--- src/rtl/sbs_pkg.sv ---
// sbs_pkg: constants, state encodings and helper functions for the link self-test block.
// assumes one 100 MHz clock domain shared by the transmit and receive flag interfaces.
package sbs_pkg;

    localparam int CHAR_W = 8;
    localparam int LFSR_W = 9;
    // state that makes the encoder emit the loop-start data character (all zero)
    localparam logic [LFSR_W-1:0] LFSR_SEED = 9'h100;
    localparam logic [CHAR_W-1:0] LOOP_START_CHAR = 8'h00;
    // feedback taps for x^9 + x^5 + 1, a 511-state maximal sequence
    localparam int TAP_HI = 8;
    localparam int TAP_LO = 4;

    localparam int ERR_WIN = 28;
    localparam int ERR_CNT_W = 5;
    localparam logic [ERR_CNT_W-1:0] ERR_LIMIT = 5'h0e;

    // reset value of a synchronised active-low enable: inactive
    localparam logic ENABLE_N_RST = 1'b1;
    // output enables are active low; high means the pin floats
    localparam logic OE_OFF = 1'b1;
    // timing model select: 1 = flags active high, 0 = flags active low
    localparam logic MODEL_HIGH = 1'b1;

    typedef enum logic [0:0] {
        SBS_TX_NORMAL = 1'b0,
        SBS_TX_BIST = 1'b1
    } sbs_tx_state_t;

    typedef enum logic [1:0] {
        SBS_RX_NORMAL = 2'b00,
        SBS_RX_HUNT = 2'b01,
        SBS_RX_SYNC = 2'b10
    } sbs_rx_state_t;

    function automatic logic [LFSR_W-1:0] lfsr_next(input logic [LFSR_W-1:0] s);
        return {s[LFSR_W-2:0], s[TAP_HI] ^ s[TAP_LO]};
    endfunction

    // logical flag state to pin level under the selected timing model
    function automatic logic flag_pin(input logic act, input logic model);
        return (model == MODEL_HIGH) ? act : ~act;
    endfunction

    function automatic logic err_over_limit(input logic [ERR_WIN-1:0] h);
        logic [ERR_CNT_W-1:0] n;
        n = '0;
        for (int i = 0; i < ERR_WIN; i++) begin
            n = n + ERR_CNT_W'(h[i]);
        end
        return n >= ERR_LIMIT;
    endfunction

endpackage

--- src/rtl/sbs_sync2.sv ---
// sbs_sync2: two-stage synchroniser for an asynchronous active-low enable.
// assumes the input may change at any time relative to clk.
`timescale 1ns/10ps
module sbs_sync2 (
    input wire logic clk,
    input wire logic rst_n,
    input wire logic async_in,
    output logic sync_out
);

    typedef struct packed {
        logic meta;
        logic sync;
    } sbs_sync_st_t;

    sbs_sync_st_t s_q;
    sbs_sync_st_t s_d;

    always_comb begin
        s_d.meta = async_in;
        // only the second stage reads the first
        s_d.sync = s_q.meta;
    end

    always_ff @(posedge clk) begin
        if (!rst_n) begin
            s_q <= {sbs_pkg::ENABLE_N_RST, sbs_pkg::ENABLE_N_RST};
        end else begin
            s_q <= s_d;
        end
    end

    assign sync_out = s_q.sync;

endmodule

--- src/rtl/sbs_lfsr.sv ---
// sbs_lfsr: 9-bit pattern register shared by generator and checker.
// assumes load has priority over step.
`timescale 1ns/10ps
module sbs_lfsr (
    input wire logic clk,
    input wire logic rst_n,
    input wire logic load,
    input wire logic [sbs_pkg::LFSR_W-1:0] load_val,
    input wire logic step,
    output logic [sbs_pkg::LFSR_W-1:0] state_q
);

    logic [sbs_pkg::LFSR_W-1:0] state_d;

    always_comb begin
        state_d = state_q;
        if (load) begin
            state_d = load_val;
        end else if (step) begin
            state_d = sbs_pkg::lfsr_next(state_q);
        end
    end

    always_ff @(posedge clk) begin
        if (!rst_n) begin
            state_q <= sbs_pkg::LFSR_SEED;
        end else begin
            state_q <= state_d;
        end
    end

endmodule

--- src/rtl/sbs_bist_top.sv ---
// sbs_bist_top: link self-test generator, checker and flag reporting for a serial transceiver.
// assumes the fifos, encoder and decoder sit outside; one character per clk on both paths.
//
`timescale 1ns/10ps
module sbs_bist_top (
    input wire logic clk,
    input wire logic rst_n,
    input wire logic tx_selftest_enable_n,
    input wire logic rx_selftest_enable_n,
    input wire logic addr_match_n,
    input wire logic rx_select_n,
    input wire logic timing_model_select,
    input wire logic fifo_bypass_n,
    input wire logic tx_fifo_avail,
    input wire logic [sbs_pkg::CHAR_W-1:0] tx_fifo_data,
    input wire logic tx_pair_pending,
    input wire logic tx_fifo_empty_in,
    input wire logic tx_fifo_full_in,
    input wire logic [sbs_pkg::CHAR_W-1:0] rx_char,
    input wire logic rx_char_valid,
    input wire logic rx_atomic_pending,
    input wire logic rx_addr_cmd_valid,
    input wire logic rx_addr_hit,
    input wire logic multicast_all_ones,
    input wire logic rx_fifo_wr_req,
    input wire logic rx_fifo_rd_req,
    input wire logic rx_fifo_empty_in,
    input wire logic rx_fifo_half_in,
    input wire logic rx_fifo_full_in,
    output logic tx_fifo_rd_en,
    output logic [sbs_pkg::CHAR_W-1:0] tx_char,
    output logic tx_char_valid,
    output logic tx_fifo_empty_flag,
    output logic tx_fifo_full_flag,
    output logic tx_flags_oe_n,
    output logic rx_fifo_wr_en,
    output logic rx_fifo_rd_en,
    output logic rx_fifo_empty_flag,
    output logic rx_fifo_half_flag,
    output logic rx_fifo_full_flag,
    output logic rx_flags_oe_n,
    output logic rx_error_bit,
    output logic rx_bus_oe_n
);

    ////////////////////////////////////////////////////////////////////////////////
    // state

    typedef struct packed {
        sbs_pkg::sbs_tx_state_t tx_st;
        sbs_pkg::sbs_rx_state_t rx_st;
        logic tx_rd;
        logic [sbs_pkg::CHAR_W-1:0] tx_char;
        logic tx_valid;
        logic tx_empty_hold;
        logic tx_empty_pin;
        logic tx_full_pin;
        logic tx_oe_n;
        logic [sbs_pkg::ERR_WIN-1:0] err_hist;
        logic rx_full_hold;
        logic err_hold;
        logic match;
        logic drop;
        logic rx_wr;
        logic rx_rd;
        logic rx_empty_pin;
        logic rx_half_pin;
        logic rx_full_pin;
        logic rx_oe_n;
        logic err_pin;
        logic bus_oe_n;
    } sbs_st_t;

    localparam sbs_st_t ST_RST = '{
        tx_st: sbs_pkg::SBS_TX_NORMAL,
        rx_st: sbs_pkg::SBS_RX_NORMAL,
        tx_rd: 1'b0,
        tx_char: '0,
        tx_valid: 1'b0,
        tx_empty_hold: 1'b0,
        tx_empty_pin: 1'b0,
        tx_full_pin: 1'b0,
        tx_oe_n: sbs_pkg::OE_OFF,
        err_hist: '0,
        rx_full_hold: 1'b0,
        err_hold: 1'b0,
        match: 1'b0,
        drop: 1'b0,
        rx_wr: 1'b0,
        rx_rd: 1'b0,
        rx_empty_pin: 1'b0,
        rx_half_pin: 1'b0,
        rx_full_pin: 1'b0,
        rx_oe_n: sbs_pkg::OE_OFF,
        err_pin: 1'b0,
        bus_oe_n: sbs_pkg::OE_OFF
    };

    sbs_st_t q;
    sbs_st_t d;

    logic tx_en_sync_n;
    logic rx_en_sync_n;
    logic tx_bist;
    logic rx_bist;
    logic [sbs_pkg::LFSR_W-1:0] tx_lfsr;
    logic [sbs_pkg::LFSR_W-1:0] rx_lfsr;
    logic rx_load;
    logic rx_step;

    ////////////////////////////////////////////////////////////////////////////////
    // enable synchronisers and pattern registers

    sbs_sync2 u_tx_sync (
        .clk(clk),
        .rst_n(rst_n),
        .async_in(tx_selftest_enable_n),
        .sync_out(tx_en_sync_n)
    );

    sbs_sync2 u_rx_sync (
        .clk(clk),
        .rst_n(rst_n),
        .async_in(rx_selftest_enable_n),
        .sync_out(rx_en_sync_n)
    );

    assign tx_bist = ~tx_en_sync_n;
    assign rx_bist = ~rx_en_sync_n;

    // generator steps only in the test state and resumes where it stopped, so the first loop after entry may be short
    sbs_lfsr u_tx_lfsr (
        .clk(clk),
        .rst_n(rst_n),
        .load(1'b0),
        .load_val(sbs_pkg::LFSR_SEED),
        .step(q.tx_st == sbs_pkg::SBS_TX_BIST),
        .state_q(tx_lfsr)
    );

    // checker holds the expected character; reloaded just past the start char
    sbs_lfsr u_rx_lfsr (
        .clk(clk),
        .rst_n(rst_n),
        .load(rx_load),
        .load_val(sbs_pkg::lfsr_next(sbs_pkg::LFSR_SEED)),
        .step(rx_step),
        .state_q(rx_lfsr)
    );

    ////////////////////////////////////////////////////////////////////////////////
    // next state

    logic fifo_mode;
    logic tx_loop_ev;
    logic tx_obs;
    logic tx_act;
    logic rx_start;
    logic rx_mis;
    logic rx_last;
    logic rx_full_live;
    logic rx_full_obs;
    logic err_ev;
    logic rx_full_act;
    logic rx_accept;

    assign rx_load = (q.rx_st == sbs_pkg::SBS_RX_HUNT) && rx_start;
    assign rx_step = (q.rx_st == sbs_pkg::SBS_RX_SYNC) && rx_char_valid;

    always_comb begin
        d = q;
        fifo_mode = fifo_bypass_n;
        tx_act = 1'b0;
        rx_full_act = 1'b0;

        //////////////////////////////////////////// transmit path
        // loop start is the state that yields the loop-start data character
        tx_loop_ev = (q.tx_st == sbs_pkg::SBS_TX_BIST) && (tx_lfsr == sbs_pkg::LFSR_SEED);
        tx_obs = !q.tx_oe_n && (q.tx_empty_pin == sbs_pkg::flag_pin(1'b1, timing_model_select));
        unique case (q.tx_st)
            sbs_pkg::SBS_TX_NORMAL: begin
                // a pending pair must release its data character first
                d.tx_rd = tx_fifo_avail && (!tx_bist || tx_pair_pending);
                d.tx_char = tx_fifo_data;
                d.tx_valid = d.tx_rd;
                if (tx_bist && !tx_pair_pending) begin
                    d.tx_st = sbs_pkg::SBS_TX_BIST;
                    d.tx_empty_hold = 1'b0;
                end
                tx_act = tx_fifo_empty_in && !(tx_bist && !tx_pair_pending);
            end
            sbs_pkg::SBS_TX_BIST: begin
                // no fifo reads: unsent data waits in the fifo
                d.tx_rd = 1'b0;
                d.tx_char = tx_lfsr[sbs_pkg::CHAR_W-1:0];
                d.tx_valid = 1'b1;
                // new loop event wins over the observation clear
                d.tx_empty_hold = tx_loop_ev || (q.tx_empty_hold && !tx_obs);
                tx_act = fifo_mode ? d.tx_empty_hold : tx_loop_ev;
                if (!tx_bist) begin
                    d.tx_st = sbs_pkg::SBS_TX_NORMAL;
                    d.tx_empty_hold = 1'b0;
                end
            end
        endcase
        d.tx_empty_pin = sbs_pkg::flag_pin(tx_act, timing_model_select);
        // full flag keeps its fifo meaning so a reset can be monitored
        d.tx_full_pin = sbs_pkg::flag_pin(tx_fifo_full_in, timing_model_select);
        d.tx_oe_n = addr_match_n;

        //////////////////////////////////////////// receive path
        rx_start = rx_char_valid && (rx_char == sbs_pkg::LOOP_START_CHAR);
        rx_mis = rx_char != rx_lfsr[sbs_pkg::CHAR_W-1:0];
        rx_last = sbs_pkg::lfsr_next(rx_lfsr) == sbs_pkg::LFSR_SEED;
        err_ev = rx_step && rx_mis;
        rx_full_live = 1'b0;
        rx_full_obs = !q.rx_oe_n && (q.rx_full_pin == sbs_pkg::flag_pin(1'b1, timing_model_select));
        rx_accept = q.match || multicast_all_ones;
        unique case (q.rx_st)
            sbs_pkg::SBS_RX_NORMAL: begin
                if (rx_addr_cmd_valid && !multicast_all_ones) begin
                    d.match = rx_addr_hit;
                end
                if (!rx_atomic_pending) begin
                    d.drop = 1'b0;
                end
                if (rx_bist) begin
                    d.rx_st = sbs_pkg::SBS_RX_HUNT;
                    d.match = 1'b0;
                    d.drop = rx_atomic_pending;
                    d.rx_full_hold = fifo_mode;
                    d.err_hold = 1'b0;
                end
            end
            sbs_pkg::SBS_RX_HUNT: begin
                rx_full_live = 1'b1;
                if (rx_start) begin
                    d.rx_st = sbs_pkg::SBS_RX_SYNC;
                    d.err_hist = '0;
                end
            end
            sbs_pkg::SBS_RX_SYNC: begin
                rx_full_live = rx_step && rx_last;
                if (rx_step) begin
                    d.err_hist = {q.err_hist[sbs_pkg::ERR_WIN-2:0], rx_mis};
                end
                if (sbs_pkg::err_over_limit(d.err_hist)) begin
                    d.rx_st = sbs_pkg::SBS_RX_HUNT;
                end
            end
            default: begin
                d.rx_st = sbs_pkg::SBS_RX_HUNT;
            end
        endcase
        if (q.rx_st != sbs_pkg::SBS_RX_NORMAL) begin
            // events win over the read clear; bypass keeps nothing
            d.rx_full_hold = fifo_mode && (rx_full_live || (q.rx_full_hold && !rx_full_obs));
            d.err_hold = fifo_mode && (err_ev || (q.err_hold && q.bus_oe_n));
            rx_full_act = fifo_mode ? d.rx_full_hold : rx_full_live;
            d.err_pin = fifo_mode ? d.err_hold : err_ev;
            d.rx_empty_pin = sbs_pkg::flag_pin(1'b1, timing_model_select);
            d.rx_half_pin = sbs_pkg::flag_pin(1'b0, timing_model_select);
        end else begin
            rx_full_act = rx_fifo_full_in;
            d.err_pin = 1'b0;
            d.rx_empty_pin = sbs_pkg::flag_pin(rx_fifo_empty_in, timing_model_select);
            d.rx_half_pin = sbs_pkg::flag_pin(rx_fifo_half_in, timing_model_select);
        end
        if (!rx_bist) begin
            d.rx_st = sbs_pkg::SBS_RX_NORMAL;
            d.rx_full_hold = 1'b0;
            d.err_hold = 1'b0;
        end
        d.rx_full_pin = sbs_pkg::flag_pin(rx_full_act, timing_model_select);
        // writes gated by test state, address acceptance and dropped sequence
        d.rx_wr = rx_fifo_wr_req && !rx_bist && (q.rx_st == sbs_pkg::SBS_RX_NORMAL)
                  && rx_accept && !d.drop;
        d.rx_rd = rx_fifo_rd_req && !rx_bist && (q.rx_st == sbs_pkg::SBS_RX_NORMAL);
        d.rx_oe_n = addr_match_n;
        // error bit reaches the bus only while addressed and selected
        d.bus_oe_n = addr_match_n || rx_select_n;
    end

    ////////////////////////////////////////////////////////////////////////////////
    // registers

    always_ff @(posedge clk) begin
        if (!rst_n) begin
            q <= ST_RST;
        end else begin
            q <= d;
        end
    end

    ////////////////////////////////////////////////////////////////////////////////
    // outputs

    assign tx_fifo_rd_en = q.tx_rd;
    assign tx_char = q.tx_char;
    assign tx_char_valid = q.tx_valid;
    assign tx_fifo_empty_flag = q.tx_empty_pin;
    assign tx_fifo_full_flag = q.tx_full_pin;
    assign tx_flags_oe_n = q.tx_oe_n;
    assign rx_fifo_wr_en = q.rx_wr;
    assign rx_fifo_rd_en = q.rx_rd;
    assign rx_fifo_empty_flag = q.rx_empty_pin;
    assign rx_fifo_half_flag = q.rx_half_pin;
    assign rx_fifo_full_flag = q.rx_full_pin;
    assign rx_flags_oe_n = q.rx_oe_n;
    assign rx_error_bit = q.err_pin;
    assign rx_bus_oe_n = q.bus_oe_n;

endmodule

--- config.mk ---
export PLATFORM = sky130hd
export DESIGN_NAME = sbs_bist_top
export DESIGN_NICKNAME = d
export VERILOG_FILES = /design/src/rtl/sbs_pkg.sv /design/src/rtl/sbs_sync2.sv /design/src/rtl/sbs_lfsr.sv /design/src/rtl/sbs_bist_top.sv
export SDC_FILE = /design/constraint.sdc
export NUM_CORES = 1
export LEC_CHECK = 0
export ABC_AREA = 0
export BUFFER_PORTS_ARGS = -buffer_cell sky130_fd_sc_hd__buf_2
export CORE_ASPECT_RATIO = 0.7
export CORE_MARGIN = 2
export CORE_UTILIZATION = 50
export DETAILED_ROUTE_END_ITERATION = 7
export HOLD_SLACK_MARGIN = 0.1
export PLACE_DENSITY = 0.69
export SYNTH_ARGS = -nofsm -noshare
export SYNTH_HDL_FRONTEND = slang
export SYNTH_SLANG_ARGS = --single-unit
--- constraint.sdc ---
create_clock -name clk -period 18.74 [get_ports clk]
set_input_delay 0.937 -clock clk [delete_from_list [all_inputs] [get_ports clk]]
set_output_delay 0.937 -clock clk [all_outputs]
set_load 0.02 [all_outputs]
After elaboration in Yosys (flattened, before gate mapping)
Cells that the tools add are included.
{"block": "word_totals", "word_cells": 161, "input_bits": 38, "out_inout_bits": 21, "reg_bits": 78}
{"block": "classes", "n_mux": 34, "magnitude_cmp": 1, "reduce_logical": 49, "eq_ne": 12, "n_bitwise": 10, "add_sub_neg": 27}
{"op": "adder 5 x 1 -> 5 bit", "count": 23}
{"op": "two-way mux 28 bit", "count": 3}
{"op": "one-hot mux 28 bit (2 select lines)", "count": 1}
{"op": "logical AND 1 bit", "count": 23}
{"op": "one-hot mux 11 bit (2 select lines)", "count": 1}
{"op": "equality test 9 bit, second input constant", "count": 2}
{"op": "two-way mux 9 bit", "count": 2}
{"op": "two-way mux 1 bit", "count": 17}
{"op": "AND reduction 2 bit", "count": 5}
{"op": "zero test 8 bit", "count": 1}
{"op": "two-way mux 2 bit", "count": 4}
{"op": "two-way mux 4 bit", "count": 2}
{"op": "!= test 2 bit, second input constant", "count": 4}
{"op": "!= test 8 bit", "count": 1}
{"op": "NOT 1 bit", "count": 8}
{"op": "nonzero test 2 bit", "count": 4}
{"op": "zero test 1 bit", "count": 7}
{"op": "logical OR 1 bit", "count": 6}
{"op": "one-hot mux 1 bit (2 select lines)", "count": 3}
{"op": "adder 4 x 1 -> 5 bit", "count": 1}
{"op": "greater-or-equal comparator 5 x 4 -> 1 bit, second input constant", "count": 1}
{"op": "adder 3 x 1 -> 4 bit", "count": 1}
{"op": "one-hot mux 2 bit (2 select lines)", "count": 1}
{"op": "OR reduction 2 bit", "count": 2}
{"op": "8 further kinds", "count": 10}

Logic depth before layout (Yosys ltp)
Gate-level depths: netlist of run 1.
{"block": "logic_depth", "depth_word": 34, "mapped_depth": 23, "mapped_depth_nobuf": 21}

Modules after synthesis
A second synthesis of run 1 with hierarchy kept.
{"block": "hier_totals", "hier_cells": 428, "hier_area_um2": 4454.3}
{"mod": "sbs_bist_top", "area_each_um2": 3478.3, "cells_each": 336, "n_inst": 1}
{"mod": "sbs_lfsr", "area_each_um2": 435.4, "cells_each": 42, "n_inst": 2}
{"mod": "sbs_sync2", "area_each_um2": 52.6, "cells_each": 4, "n_inst": 2}

Least setup slack after synthesis of run 1
OpenSTA, ideal clock, no wires.
{"block": "synth_path", "path_kind": "input to register", "start": "input port rx_char_valid", "end": "register q[55] (netlist bit)", "setup_slack_ns": 12.414, "arrival_ns": 6.208, "setup_time_ns": 0.119, "path_stages": 20, "path_buffers": 2, "cell_sequence": "and2_1 > buf_2 > buf_2 > nand2_1 > nand2_1 > fa_1 > inv_1 > fa_1 > fa_1 > inv_1 > fa_1 > fa_1 > fa_1 > ha_1 > fa_1 > xnor2_1 > nor2_1 > and3_4 > o41a_1 > o221a_1"}
{"block": "synth_via", "elab_chain_cells": 33, "elab_cells_between_ends": 35, "cone_classes": "add/sub: 27; order compare: 1; eq/ne: 2; mux: 2; reduce/logical: 3"}
{"item": "from (decl)", "line_no": "sbs_bist_top.sv:20", "source": "input wire logic rx_char_valid,"}
{"item": "logical AND 1 bit", "line_no": "sbs_bist_top.sv:168", "source": "assign rx_step = (q.rx_st == sbs_pkg::SBS_RX_SYNC) && rx_char_valid;"}
{"item": "two-way mux 28 bit", "line_no": "sbs_bist_top.sv:244", "source": "if (rx_step) begin"}
{"item": "two-way mux 28 bit", "line_no": "sbs_bist_top.sv:219", "source": "unique case (q.rx_st)"}
{"item": "adder 1 x 1 -> 2 bit", "line_no": "sbs_pkg.sv:49", "source": "n = n + ERR_CNT_W'(h[i]);"}
{"item": "adder 2 x 1 -> 3 bit", "line_no": "sbs_pkg.sv:49"}
{"item": "adder 3 x 1 -> 4 bit", "line_no": "sbs_pkg.sv:49"}
{"item": "adder 4 x 1 -> 5 bit", "line_no": "sbs_pkg.sv:49"}
{"item": "adder 5 x 1 -> 5 bit (23 in a row)", "line_no": "sbs_pkg.sv:49"}
{"item": "greater-or-equal comparator 5 x 4 -> 1 bit", "line_no": "sbs_pkg.sv:51", "source": "return n >= ERR_LIMIT;"}
{"item": "!= test 2 x 1 -> 1 bit (no line)"}
{"item": "AND reduction 2 bit (no line) *"}
{"item": "to (signal assigned)", "line_no": "sbs_bist_top.sv:289", "source": "q <= ST_RST;"}
{"item": "to (signal assigned)", "line_no": "sbs_bist_top.sv:291", "source": "q <= d;"}
{"item": "to (decl)", "line_no": "sbs_bist_top.sv:99", "source": "sbs_st_t q;"}
Mark *: on every way between the ends. The rest lies on a longest branch, timed or not. The select of a mux whose other input is x is not followed.
A chain may end at the register's enable or synchronous reset.

Worst setup path in the final report of run 1
{"block": "layout_path", "start": "register q[54] (netlist bit)", "end": "register q[55] (netlist bit)"}
{"block": "layout_via", "elab_chain_cells": 34, "elab_cells_between_ends": 37, "cone_classes": "add/sub: 27; order compare: 1; eq/ne: 4; mux: 3; reduce/logical: 2"}
{"item": "equality test 2 bit", "line_no": "sbs_bist_top.sv:168, sbs_bist_top.sv:219"}
{"item": "logical AND 1 bit", "line_no": "sbs_bist_top.sv:168"}
{"item": "two-way mux 28 bit", "line_no": "sbs_bist_top.sv:244"}
{"item": "two-way mux 28 bit", "line_no": "sbs_bist_top.sv:219"}
{"item": "adder 1 x 1 -> 2 bit", "line_no": "sbs_pkg.sv:49"}
{"item": "adder 2 x 1 -> 3 bit", "line_no": "sbs_pkg.sv:49"}
{"item": "adder 3 x 1 -> 4 bit", "line_no": "sbs_pkg.sv:49"}
{"item": "adder 4 x 1 -> 5 bit", "line_no": "sbs_pkg.sv:49"}
{"item": "adder 5 x 1 -> 5 bit (23 in a row)", "line_no": "sbs_pkg.sv:49"}
{"item": "greater-or-equal comparator 5 x 4 -> 1 bit", "line_no": "sbs_pkg.sv:51"}
{"item": "!= test 2 x 1 -> 1 bit (no line)"}
{"item": "AND reduction 2 bit (no line)"}
Several ways; a longest one is shown, not always the timed one. The select of a mux whose other input is x is not followed.

==> impl_results.md, run 1 <==
* Outcome: completed
* Post-route clock period utilization at 34.2%
* Detail-routed via count per cell at 5.30
* Post-synthesis share of cell area spent on full adders, half adders and majority gates at 13.4%
* Routed Wire Length at 8.64 mm
* Post-detailed-placement half-perimeter wirelength at 6.04 mm
* Slowest CP cell: fa_1
* Footprint of the multi-input gates at 2170 um^2
* I/O Pins at 59
* Main combinational cell family by area after synthesis: simple AND/OR/NAND/NOR gates
* Clock latency of the later-clocked register in the worst-skew pair at 0.34 ns
* RSZ-0062 raised after global routing: no
* Number of filler instances in the final layout at 679
* Kind of critical path: reg -> reg
* Worst Clk Skew at 0.00431 ns
* Clock buffers created by TritonCTS at 9
* Worst relative slew slack at 38.1%
* EDFF count, synth at 0
* Signed area change from the synthesized netlist to the final layout at 13.6%
* Final estimated routing congestion in global placement at 0.871
* Utilization of the core after routing at 58.2%
* Cts-stage hold buffer count at 0
* Count of input and output buffers at 58
* Total nets after synthesis at 544
* Async S/R FF share, synth at 0%
* Number of buffers on the longest clock path at 2
* Layout Cells excl Fill at 621
* Final hold viol count at 0
* Core area at 7840 um^2
* Resize count post-CTS at 0
* Reg area at 1560 um^2
* Final number of max-transition violations at 0
* Die Area at 8780 um^2
* Count of unique library cells instantiated by Yosys at 49
* Most used DFF post-synth: dfxtp_1
* CP peak stage delay at 0.55 ns
* Post-route DRC violation count at 0
* ANT nets after route at 0
* Fraction of the mapped netlist area in simple logic gates at 20.5%
* Number of instances in the placed design at 605
* Vert. Die Dim at 79.0 um
* Fin Hold WS at 0.411 ns
* Flop and latch count out of synthesis at 78
* Root Buffer: clkbuf_16
* Arrival time at the worst endpoint at 6.69 ns
* Compound-cell area share of the yosys netlist at 14.9%
* Part of the Yosys area used for sequential elements at 38.9%
* Setup TNS at 0 ns
* Tot Pwr at 356 uW
* GRT overflow at 0
* Dominant cell type by count on the critical path: fa_1
* Tightest Hold Check Type: reg -> reg
* Worst-margin pin slew at 0.908 ns
* Clock transition at the registers of the reported paths at 0.06 ns
* P_leak at 2.09 nW
* DRT Pass-1 Iters at 5
* Worst setup EP type: flop
* Mux contribution to synthesized area at 1.31%
* Largest fanout on the critical path at 36
* Post-synthesis xor/xnor area fraction at 3.93%
* Fmax achieved at 0.156 GHz
* Cell area after synthesis at 4020 um^2
* Number of setup buffers added after CTS at 0
* Highest ir drop seen on vdd at 56.4 uV
* Syn avg cell area at 8.46 um^2
* Final-report setup violation count at 0
* Level count of the clock H-tree at 3
* Critical-path cell list: inv_1, ha_1, nand2_1, buf_4, a21oi_1, a21o_1, fa_1, inv_1, fa_1, inv_1, fa_1, fa_1, fa_1, fa_1, ha_1, fa_1, xnor2_1, nor2_1, and3_4, nor4_1, o221a_1
* Cell Pwr Density at 78.0 nW/um^2
* Vias in the first global route at 3,072
* Clock tree from TritonCTS: built
* Row count at 27
* Yosys warning count at 0
* Detailed-route via count at 3,294
* Sort of element at the start of the critical path: flop
* Largest net degree at the start of global routing at 59
* Total GRT Usage at 21.1%
* Synthesized instance count at 475
* Post-detailed-route wirelength per cell at 13.9 um
* Data required, critical path at 19.02 ns
* Antenna violations before repair at 0
* Starting Density at 51.2%
* Final net count at 584
* Max-cap violation count at 0
* Fraction of final layout cells with drive strength greater than 1 at 16.7%
* Die Wd at 111 um
* Antenna Diode Count at 0
* Minimum clock period at 6.41 ns
* Number of DRC violations after detailed-routing iteration 0 at 138
* Global-route wire length before repair at 14.7 mm
* Sink count of the clock tree at 78
## kinds of logic (layout without fill, tap and decap cells)
logic type,after synthesis,count (layout)
buf+inv,60,105
fa+ha+maj,31,31
simple gates,194,194
compound gates,90,90
mux,4,4
xor+xnor,18,18
flops,78,78
## cells in the mapped netlist (2+ instances only)
cell	n	area, um^2
nand2_1	123	462
dfxtp_1	78	1560
nor2_1	37	139
a21oi_1	34	170
inv_1	27	101
a22oi_1	25	188
fa_1	20	400
xor2_1	13	114
clkbuf_1	12	45.0
ha_1	11	138
buf_4	9	67.6
buf_2	8	40.0
o21ai_0	8	40.0
nand2b_1	5	31.3
nor3_1	5	25.0
nor4_1	5	31.3
xnor2_1	5	43.8
a21o_1	4	30.0
a2bb2oi_1	4	35.0
nand3_1	4	20.0
a211oi_1	3	22.5
mux2i_1	3	30.0
buf_6	2	22.5
nor2b_1	2	12.5
nor4b_1	2	17.5
o21ai_1	2	10.0
or3_1	2	12.5
## path summary, 6_finish.rpt
check	slack [ns]	cells after the start	end	startpoint
max reg2reg	12.33	21	q[55]	q[54]
min	0.41	1	u_tx_sync.sync_out	u_tx_sync.s_d[0]
max	12.33	21	q[55]	q[54]
min reg2reg	0.41	1	u_tx_sync.sync_out	u_tx_sync.s_d[0]
## cell type report
cell class	count	area share (%)
Multi-Input combinational cell	337	47.6
Sequential cell	78	34.2
Timing Repair Buffer	61	6.85
Clock buffer	11	5.54
Tap cell	101	2.77
Inverter	28	2.30
Clock inverter	5	0.740
## where the power goes
part	leakage, nW	internal [mW]	total [mW]	switching [mW]
combinational	1.32	0.00843	0.0212	0.0128
sequential	0.634	0.169	0.171	0.00152
clock	0.138	0.0965	0.164	0.0675
total	2.09	0.274	0.356	0.0818
## placed cells by master (no fill, tap or decap), types with 3 or more instances in the layout
cell type / n
a21o_1: 4
nand2b_1: 5
buf_2: 58
a2bb2oi_1: 4
xnor2_1: 5
inv_1: 27
clkbuf_16: 9
a22oi_1: 25
nor3_1: 5
a21oi_1: 34
buf_4: 3
ha_1: 11
o21ai_0: 8
nor2_1: 37
dfxtp_1: 78
nand2_1: 123
nand3_1: 4
a211oi_1: 3
fa_1: 20
mux2i_1: 3
nor4_1: 5
xor2_1: 13
## through the flow
stage	worst slack, ns	cell area [um^2]
2_1_floorplan	12.41	4020
3_3_place_gp	12.11	4280
3_5_place_dp	12.03	4280
4_1_cts	12.34	4560
5_1_grt	12.00	4560
6_report	12.33	4560
## sequential cells by signal (all words and copies together) (netlist names)
signal              flops
tx_fifo_full_flag       1
tx_char_valid           1
u_rx_lfsr.state_q       9
u_rx_sync.sync_out      1
rx_fifo_half_flag       1
q                      36
tx_fifo_rd_en           1
rx_fifo_rd_en           1
rx_error_bit            1
rx_fifo_wr_en           1
rx_fifo_full_flag       1
tx_char                 8
u_tx_sync.sync_out      1
rx_bus_oe_n             1
tx_fifo_empty_flag      1
u_tx_sync.s_d           1
rx_fifo_empty_flag      1
rx_flags_oe_n           1
u_rx_sync.s_d           1
u_tx_lfsr.state_q       9
## critical path: cells and delay by family, from the launching register on
family	cells	cell delay, ns
compound gates	3	0.63
xor+xnor	1	0.26
simple gates	4	0.78
flops	1	0.36
buf+inv	4	0.53
fa+ha+maj	9	3.81
## metal layers
layer	part of all wire [%]	routed length (um)	track usage, %	vias to the layer above
met5	0	0	0	-
met4	0.73	63	6.05	0
met3	5.7	495	5.80	6
met2	43	3700	31.0	98
met1	51	4380	30.5	1541
li1	-	-	-	1649
No activity file was read; power rests on OpenSTA's default activity.
==> run 2: changes to the inputs <==
PLACE_DENSITY = 0.72   (was 0.69)
clock period = 5.73 ns   (was 18.74 ns; I/O delays follow)
==> run 2 against run 1 <==
Against the previous run:
- global-route usage up 2.3 points
- cell area increased by 9.4%
- critical path type unchanged
- utilization rose by 5.5 points
- sequential share of layout area is 2.9 points lower
- flip-flop and latch count unchanged
- power grew to 3.5 times the previous value
- largest power group is now clock
- the run now ends with setup timing left
- combinational power rose to 3.5 times the previous value
==> impl_results.md, run 2 (synthesis gave the netlist of run 1 again) <==
* Register with the highest flop count: q
* Die Wd at 111 um
* Largest registers ranked by flip-flop count: q: 36 flops, u_rx_lfsr.state_q: 9 flops, u_tx_lfsr.state_q: 9 flops
* Tightest Hold Check Type: in -> reg
* Placed cell areas at 4470 um^2
* Row count at 27
* Vias in the first global route at 3,418
* DRT Pass-1 Iters at 6
* Clock transition at the registers of the reported paths at 0.06 ns
* Sort of element at the start of the critical path: flop
* Number of instances in the placed design at 624
* Final Worst Setup Slack at -0.159 ns
* Number of DRC violations after detailed-routing iteration 0 at 333
* Largest net degree at the start of global routing at 46
* I/O Pins at 59
* Worst slack at placement at -0.112 ns
* Final number of max-transition violations at 0
* Reg-to-Reg End: q[55]
* Clock buffers created by TritonCTS at 9
* Antenna violations before repair at 0
* Number of buffers on the longest clock path at 2
* ANT nets after route at 0
* Arrival time at the worst endpoint at 6.12 ns
* Number of cells on the worst hold path at 2
* Post-detailed-placement half-perimeter wirelength at 6.60 mm
* Minimum clock period at 5.89 ns
* Worst-margin pin slew at 0.880 ns
* Core area at 7840 um^2
* Outcome: finished, violations left
* Worst Clk Skew at 0.00482 ns
* Level count of the clock H-tree at 3
* Detail-routed via count per cell at 5.55
* Startpoint of the lowest-slack hold path: rx_selftest_enable_n
* Critical-path cell list: inv_2, ha_4, nand2_8, clkbuf_16, nand2_1, nand2_1, fa_1, inv_2, fa_2, inv_1, fa_1, fa_2, fa_1, fa_1, ha_2, fa_2, nand2_1, nor2_2, and3_4, o41a_1, o221a_1
* Slack of the worst reg-to-reg path at -0.16 ns
* Fin Hold WS at 0.128 ns
* Data required, critical path at 5.96 ns
* Dominant cell type by count on the critical path: fa_1
* Post-route DRC violation count at 0
* Flip-flop count of the largest register after layout at 36
* GRT overflow at 0
* Root Buffer: clkbuf_16
* Final estimated routing congestion in global placement at 0.891
* Max-cap violation count at 0
* Antenna Diode Count at 0
* Fraction of final layout cells with drive strength greater than 1 at 26.6%
* Final net count at 613
* Violations in the final reports: setup timing
* Die Area at 8780 um^2
* Vert. Die Dim at 79.0 um
* Launching element of the worst setup path: q[54]
* Sink count of the clock tree at 78
* Largest fanout on the critical path at 6
* Worst setup EP type: flop
* Worst relative slew slack at 40.1%
* CP peak stage delay at 0.55 ns
* Count of input and output buffers at 58
* Signed area change from the synthesized netlist to the final layout at 24.3%
* Global-route wire length before repair at 16.3 mm
* Buffering stage count on the worst path with inverters included at 4
* Cell Pwr Density at 253 nW/um^2
* Most common library cell in the layout ignoring fill and taps: nand2_1
* Cts-stage hold buffer count at 0
* R2R depth at 21
* Crit path max-delay family: adder cells
* Clock tree from TritonCTS: built
* Clock latency of the later-clocked register in the worst-skew pair at 0.34 ns
* Starting Density at 51.2%
* RSZ-0062 raised after global routing: yes
* Highest ir drop seen on vdd at 187 uV
* Tot Pwr at 1.26 mW
* Finished layout cell area at 4990 um^2
* Layout Cells excl Fill at 650
* Routed Wire Length at 10.1 mm
* Total GRT Usage at 23.4%
* Final hold viol count at 0
* Launch point of the worst reg-to-reg path: q[54]
* Post-route clock period utilization at 103%
* P_leak at 2.28 nW
* Final-report setup violation count at 2
* Slowest CP cell: fa_2
* Post-detailed-route wirelength per cell at 15.5 um
* Kind of critical path: reg -> reg
* Detailed-route via count at 3,605
* Fmax achieved at 0.170 GHz
* Hold path endpoint: u_rx_sync.s_d[0]
* Most used cells in the layout excluding fill and tap cells: nand2_1 (112), dfxtp_1 (75), buf_2 (58)
## run 2: report_power, final
group / switching, mW / total, mW / internal (mW)
combinational: 0.0437 / 0.0735 / 0.0298
sequential: 0.00497 / 0.558 / 0.553
clock: 0.241 / 0.630 / 0.388
## run 2: layout make-up
cell class                      instances  area (um^2)
Clock buffer                            9          225
Clock inverter                          7          105
Fill cell                             629         2850
Inverter                               28          105
Multi-Input combinational cell        339         2300
Sequential cell                        78         1570
Tap cell                              101          126
Timing Repair Buffer                   88          566
## run 2: routing by layer
layer | routed length, um | vias up | GRT usage [%]
li1 | - | 1716 | -
met1 | 4550 | 1712 | 31.4
met2 | 4520 | 158 | 35.6
met3 | 832 | 19 | 7.33
met4 | 184 | 0 | 8.77
met5 | 0 | - | 0
## run 2: how the worst max path moves through the flow
stage,end,slack (ns),depth (start not counted)
after CTS,q[55],-0.05,19
after floorplan,q[55],0.01,22
after global placement,q[55],-0.03,20
final,q[55],-0.16,21
after global routing,q[55],-0.34,21
after detailed placement,q[55],-0.11,20
## run 2: metrics by stage
stage / TNS [ns] / util [%]
3_5_place_dp: -0.160 / 57.1
6_report: -0.248 / 63.7
4_1_cts: -0.0477 / 62.5
2_1_floorplan: 0 / -
3_3_place_gp: -0.0344 / 57.1
5_1_grt: -0.599 / 63.7
## run 2: repair_timing
item,CTS,global route
pin swaps,16,3
cloned,2,2
setup endpoints to repair,2,2
gates resized for setup,17,9
setup buffers,3,3
==> run 3: changes to the inputs <==
CORE_MARGIN = 4   (was 2)
==> run 3 against run 2 <==
Against the previous run:
- the flow still finishes with violations (setup timing)
- wire length down 4.5%
- maximum frequency grew 1.6%
- utilization is 0.91 points lower
- power shrank 6.9%
- critical path depth stayed put
- clock power fell by 14%
- register-to-register slack better by 0.09 ns
- die area grew 8.8%
- combinational power hardly changed
- first-iteration DRC count down 30%
- critical path type unchanged
==> impl_results.md, run 3 (synthesis gave the netlist of run 1 again) <==
* Outcome: finished, violations left
* Violations in the final reports: setup timing
* Met3 Use GR at 4.81%
* Clock transition at the registers of the reported paths at 0.06 ns
* GRT overflow at 0
* Post-route DRC violation count at 0
* Highest ir drop seen on vdd at 198 uV
* Clock share of power at 46.2%
* Routed Wire Length at 9.63 mm
* Root Buffer: clkbuf_16
* Switch share at 23.2%
* Total GRT Usage at 19.7%
* Net switching power at 273 uW
* Fin Hold WS at 0.135 ns
* Signed area change from the synthesized netlist to the final layout at 22.5%
* Most common library cell in the layout ignoring fill and taps: nand2_1
* Vias in the first global route at 3,213
* Post-route clock period utilization at 101%
* Met2 Usage GRT at 30.4%
* Worst Clk Skew at 0.00698 ns
* Tot Pwr at 1.17 mW
* Number of buffers on the longest clock path at 2
* Post-detailed-placement half-perimeter wirelength at 6.50 mm
* Tightest Hold Check Type: in -> reg
* Slowest CP cell: fa_1
* Finished layout cell area at 4920 um^2
* Critical-path cell list: inv_2, ha_4, nand2_8, buf_12, nand2_1, nand2_2, fa_1, inv_2, fa_1, fa_1, inv_1, fa_2, fa_1, fa_1, ha_2, fa_2, nand2_1, nor2_1, and3_4, o41a_1, o221a_1
* Cts-stage hold buffer count at 0
* Largest net degree at the start of global routing at 45
* Final hold viol count at 0
* Antenna violations before repair at 0
* Minimum clock period at 5.79 ns
* Share of total power in combinational logic at 6.2%
* Final net count at 612
* Final Worst Setup Slack at -0.0648 ns
* Fraction of final layout cells with drive strength greater than 1 at 25.5%
* Fmax achieved at 0.173 GHz
* Placed cell areas at 4490 um^2
* CP peak stage delay at 0.55 ns
* Buffering stage count on the worst path with inverters included at 4
* Vert. Die Dim at 83.0 um
* Count of input and output buffers at 58
* Number of DRC violations after detailed-routing iteration 0 at 234
* Dominant cell type by count on the critical path: fa_1
* Detail-routed via count per cell at 5.35
* Internal Dissipation at 901 uW
* Register with the highest flop count: q
* Row count at 27
* Final estimated routing congestion in global placement at 0.794
* Flip-flop count of the largest register after layout at 36
* Core area at 7840 um^2
* Die Area at 9550 um^2
* I/O Pins at 59
* Sort of element at the start of the critical path: flop
* Max-cap violation count at 0
* Utilization of the core after routing at 62.8%
* P_leak at 2.26 nW
* Worst relative slew slack at 40.5%
* Clock buffers created by TritonCTS at 9
* Die Wd at 115 um
* Post-detailed-route wirelength per cell at 14.8 um
* Level count of the clock H-tree at 3
* Clock tree from TritonCTS: built
* Largest fanout on the critical path at 7
* Kind of critical path: reg -> reg
* Arrival time at the worst endpoint at 6.02 ns
* Antenna Diode Count at 0
* Cell Pwr Density at 239 nW/um^2
* Most used cells in the layout excluding fill and tap cells: nand2_1 (117), dfxtp_1 (72), buf_2 (58)
* Sink count of the clock tree at 78
* Detailed-route via count at 3,473
* RSZ-0062 raised after global routing: yes
* Crit path max-delay family: adder cells
* Global-route wire length before repair at 15.2 mm
* Fraction of power consumed by sequential logic at 47.6%
* DRT Pass-1 Iters at 5
* Met1 track demand over resource in global routing at 27.0%
* Largest registers ranked by flip-flop count: q: 36 flops, u_rx_lfsr.state_q: 9 flops, u_tx_lfsr.state_q: 9 flops
* Starting Density at 51.2%
* Routing layer with the top usage in global route: met2
* Final number of max-transition violations at 0
* Final-report setup violation count at 1
* Worst-margin pin slew at 0.874 ns
* Clock latency of the later-clocked register in the worst-skew pair at 0.34 ns
* ANT nets after route at 0
* Worst setup EP type: flop
* Data required, critical path at 5.96 ns
[run 3: changes by cell type in the layout (fill, tap and decap cells not counted), moves of 3 or more]
cell	delta
dfxtp_2	+3
nand2_2	-5
dfxtp_1	-3
nand2_1	+5
[run 3: worst paths after layout]
check / from / endpoint / slack (ns) / depth (start not counted)
worst min register to register: u_rx_sync.s_d[0] / u_rx_sync.sync_out / 0.41 / 1
worst max-delay path: q[54] / q[55] / -0.06 / 21
worst min-delay path: tx_selftest_enable_n / u_tx_sync.s_d[0] / 0.14 / 2
worst max register to register: q[54] / q[55] / -0.06 / 21
[run 3: layout make-up]
type	instances	area [um^2]
fillers	682	2920
flip-flops and latches	78	1570
repair buffers	88	563
multi-input cells	338	2270
clock inverters	4	30.0
well taps	101	126
clock buffers	12	256
inverters	28	105
[run 3: metrics by stage]
step | instances | setup TNS, ns | worst slack, ns
after floorplan | 475 | 0 | 0.0120
after global placement | 626 | -0.107 | -0.101
after detailed placement | 626 | -0.427 | -0.237
after CTS | 645 | -0.0737 | -0.0571
after global routing | 649 | -0.378 | -0.227
final | 649 | -0.0648 | -0.0648
[run 3: power by group through the flow]
| stage | combinational [mW] | clock, mW | sequential (mW) |
|---|---|---|---|
| 6_report | 0.0732 | 0.543 | 0.558 |
| 5_1_grt | 0.0812 | 0.576 | 0.559 |
| 4_1_cts | 0.0730 | 0.551 | 0.558 |
| 3_5_place_dp | 0.0726 | 0 | 0.570 |
| 3_3_place_gp | 0.0707 | 0 | 0.570 |
| 2_1_floorplan | 0.0390 | 0 | 0.576 |
[run 3: routing by layer]
metal | wire length [um] | share of wire, % | vias up
li1 | - | - | 1705
met1 | 4410 | 46 | 1646
met2 | 4440 | 46 | 103
met3 | 636 | 6.6 | 19
met4 | 148 | 1.5 | 0
met5 | 0 | 0 | -
[run 3: timing repair]
item,in CTS,in global routing
setup endpoints to repair,2,2
resized for setup,3,16
pin swaps,12,12
buffers inserted,3,1
cloned,0,3
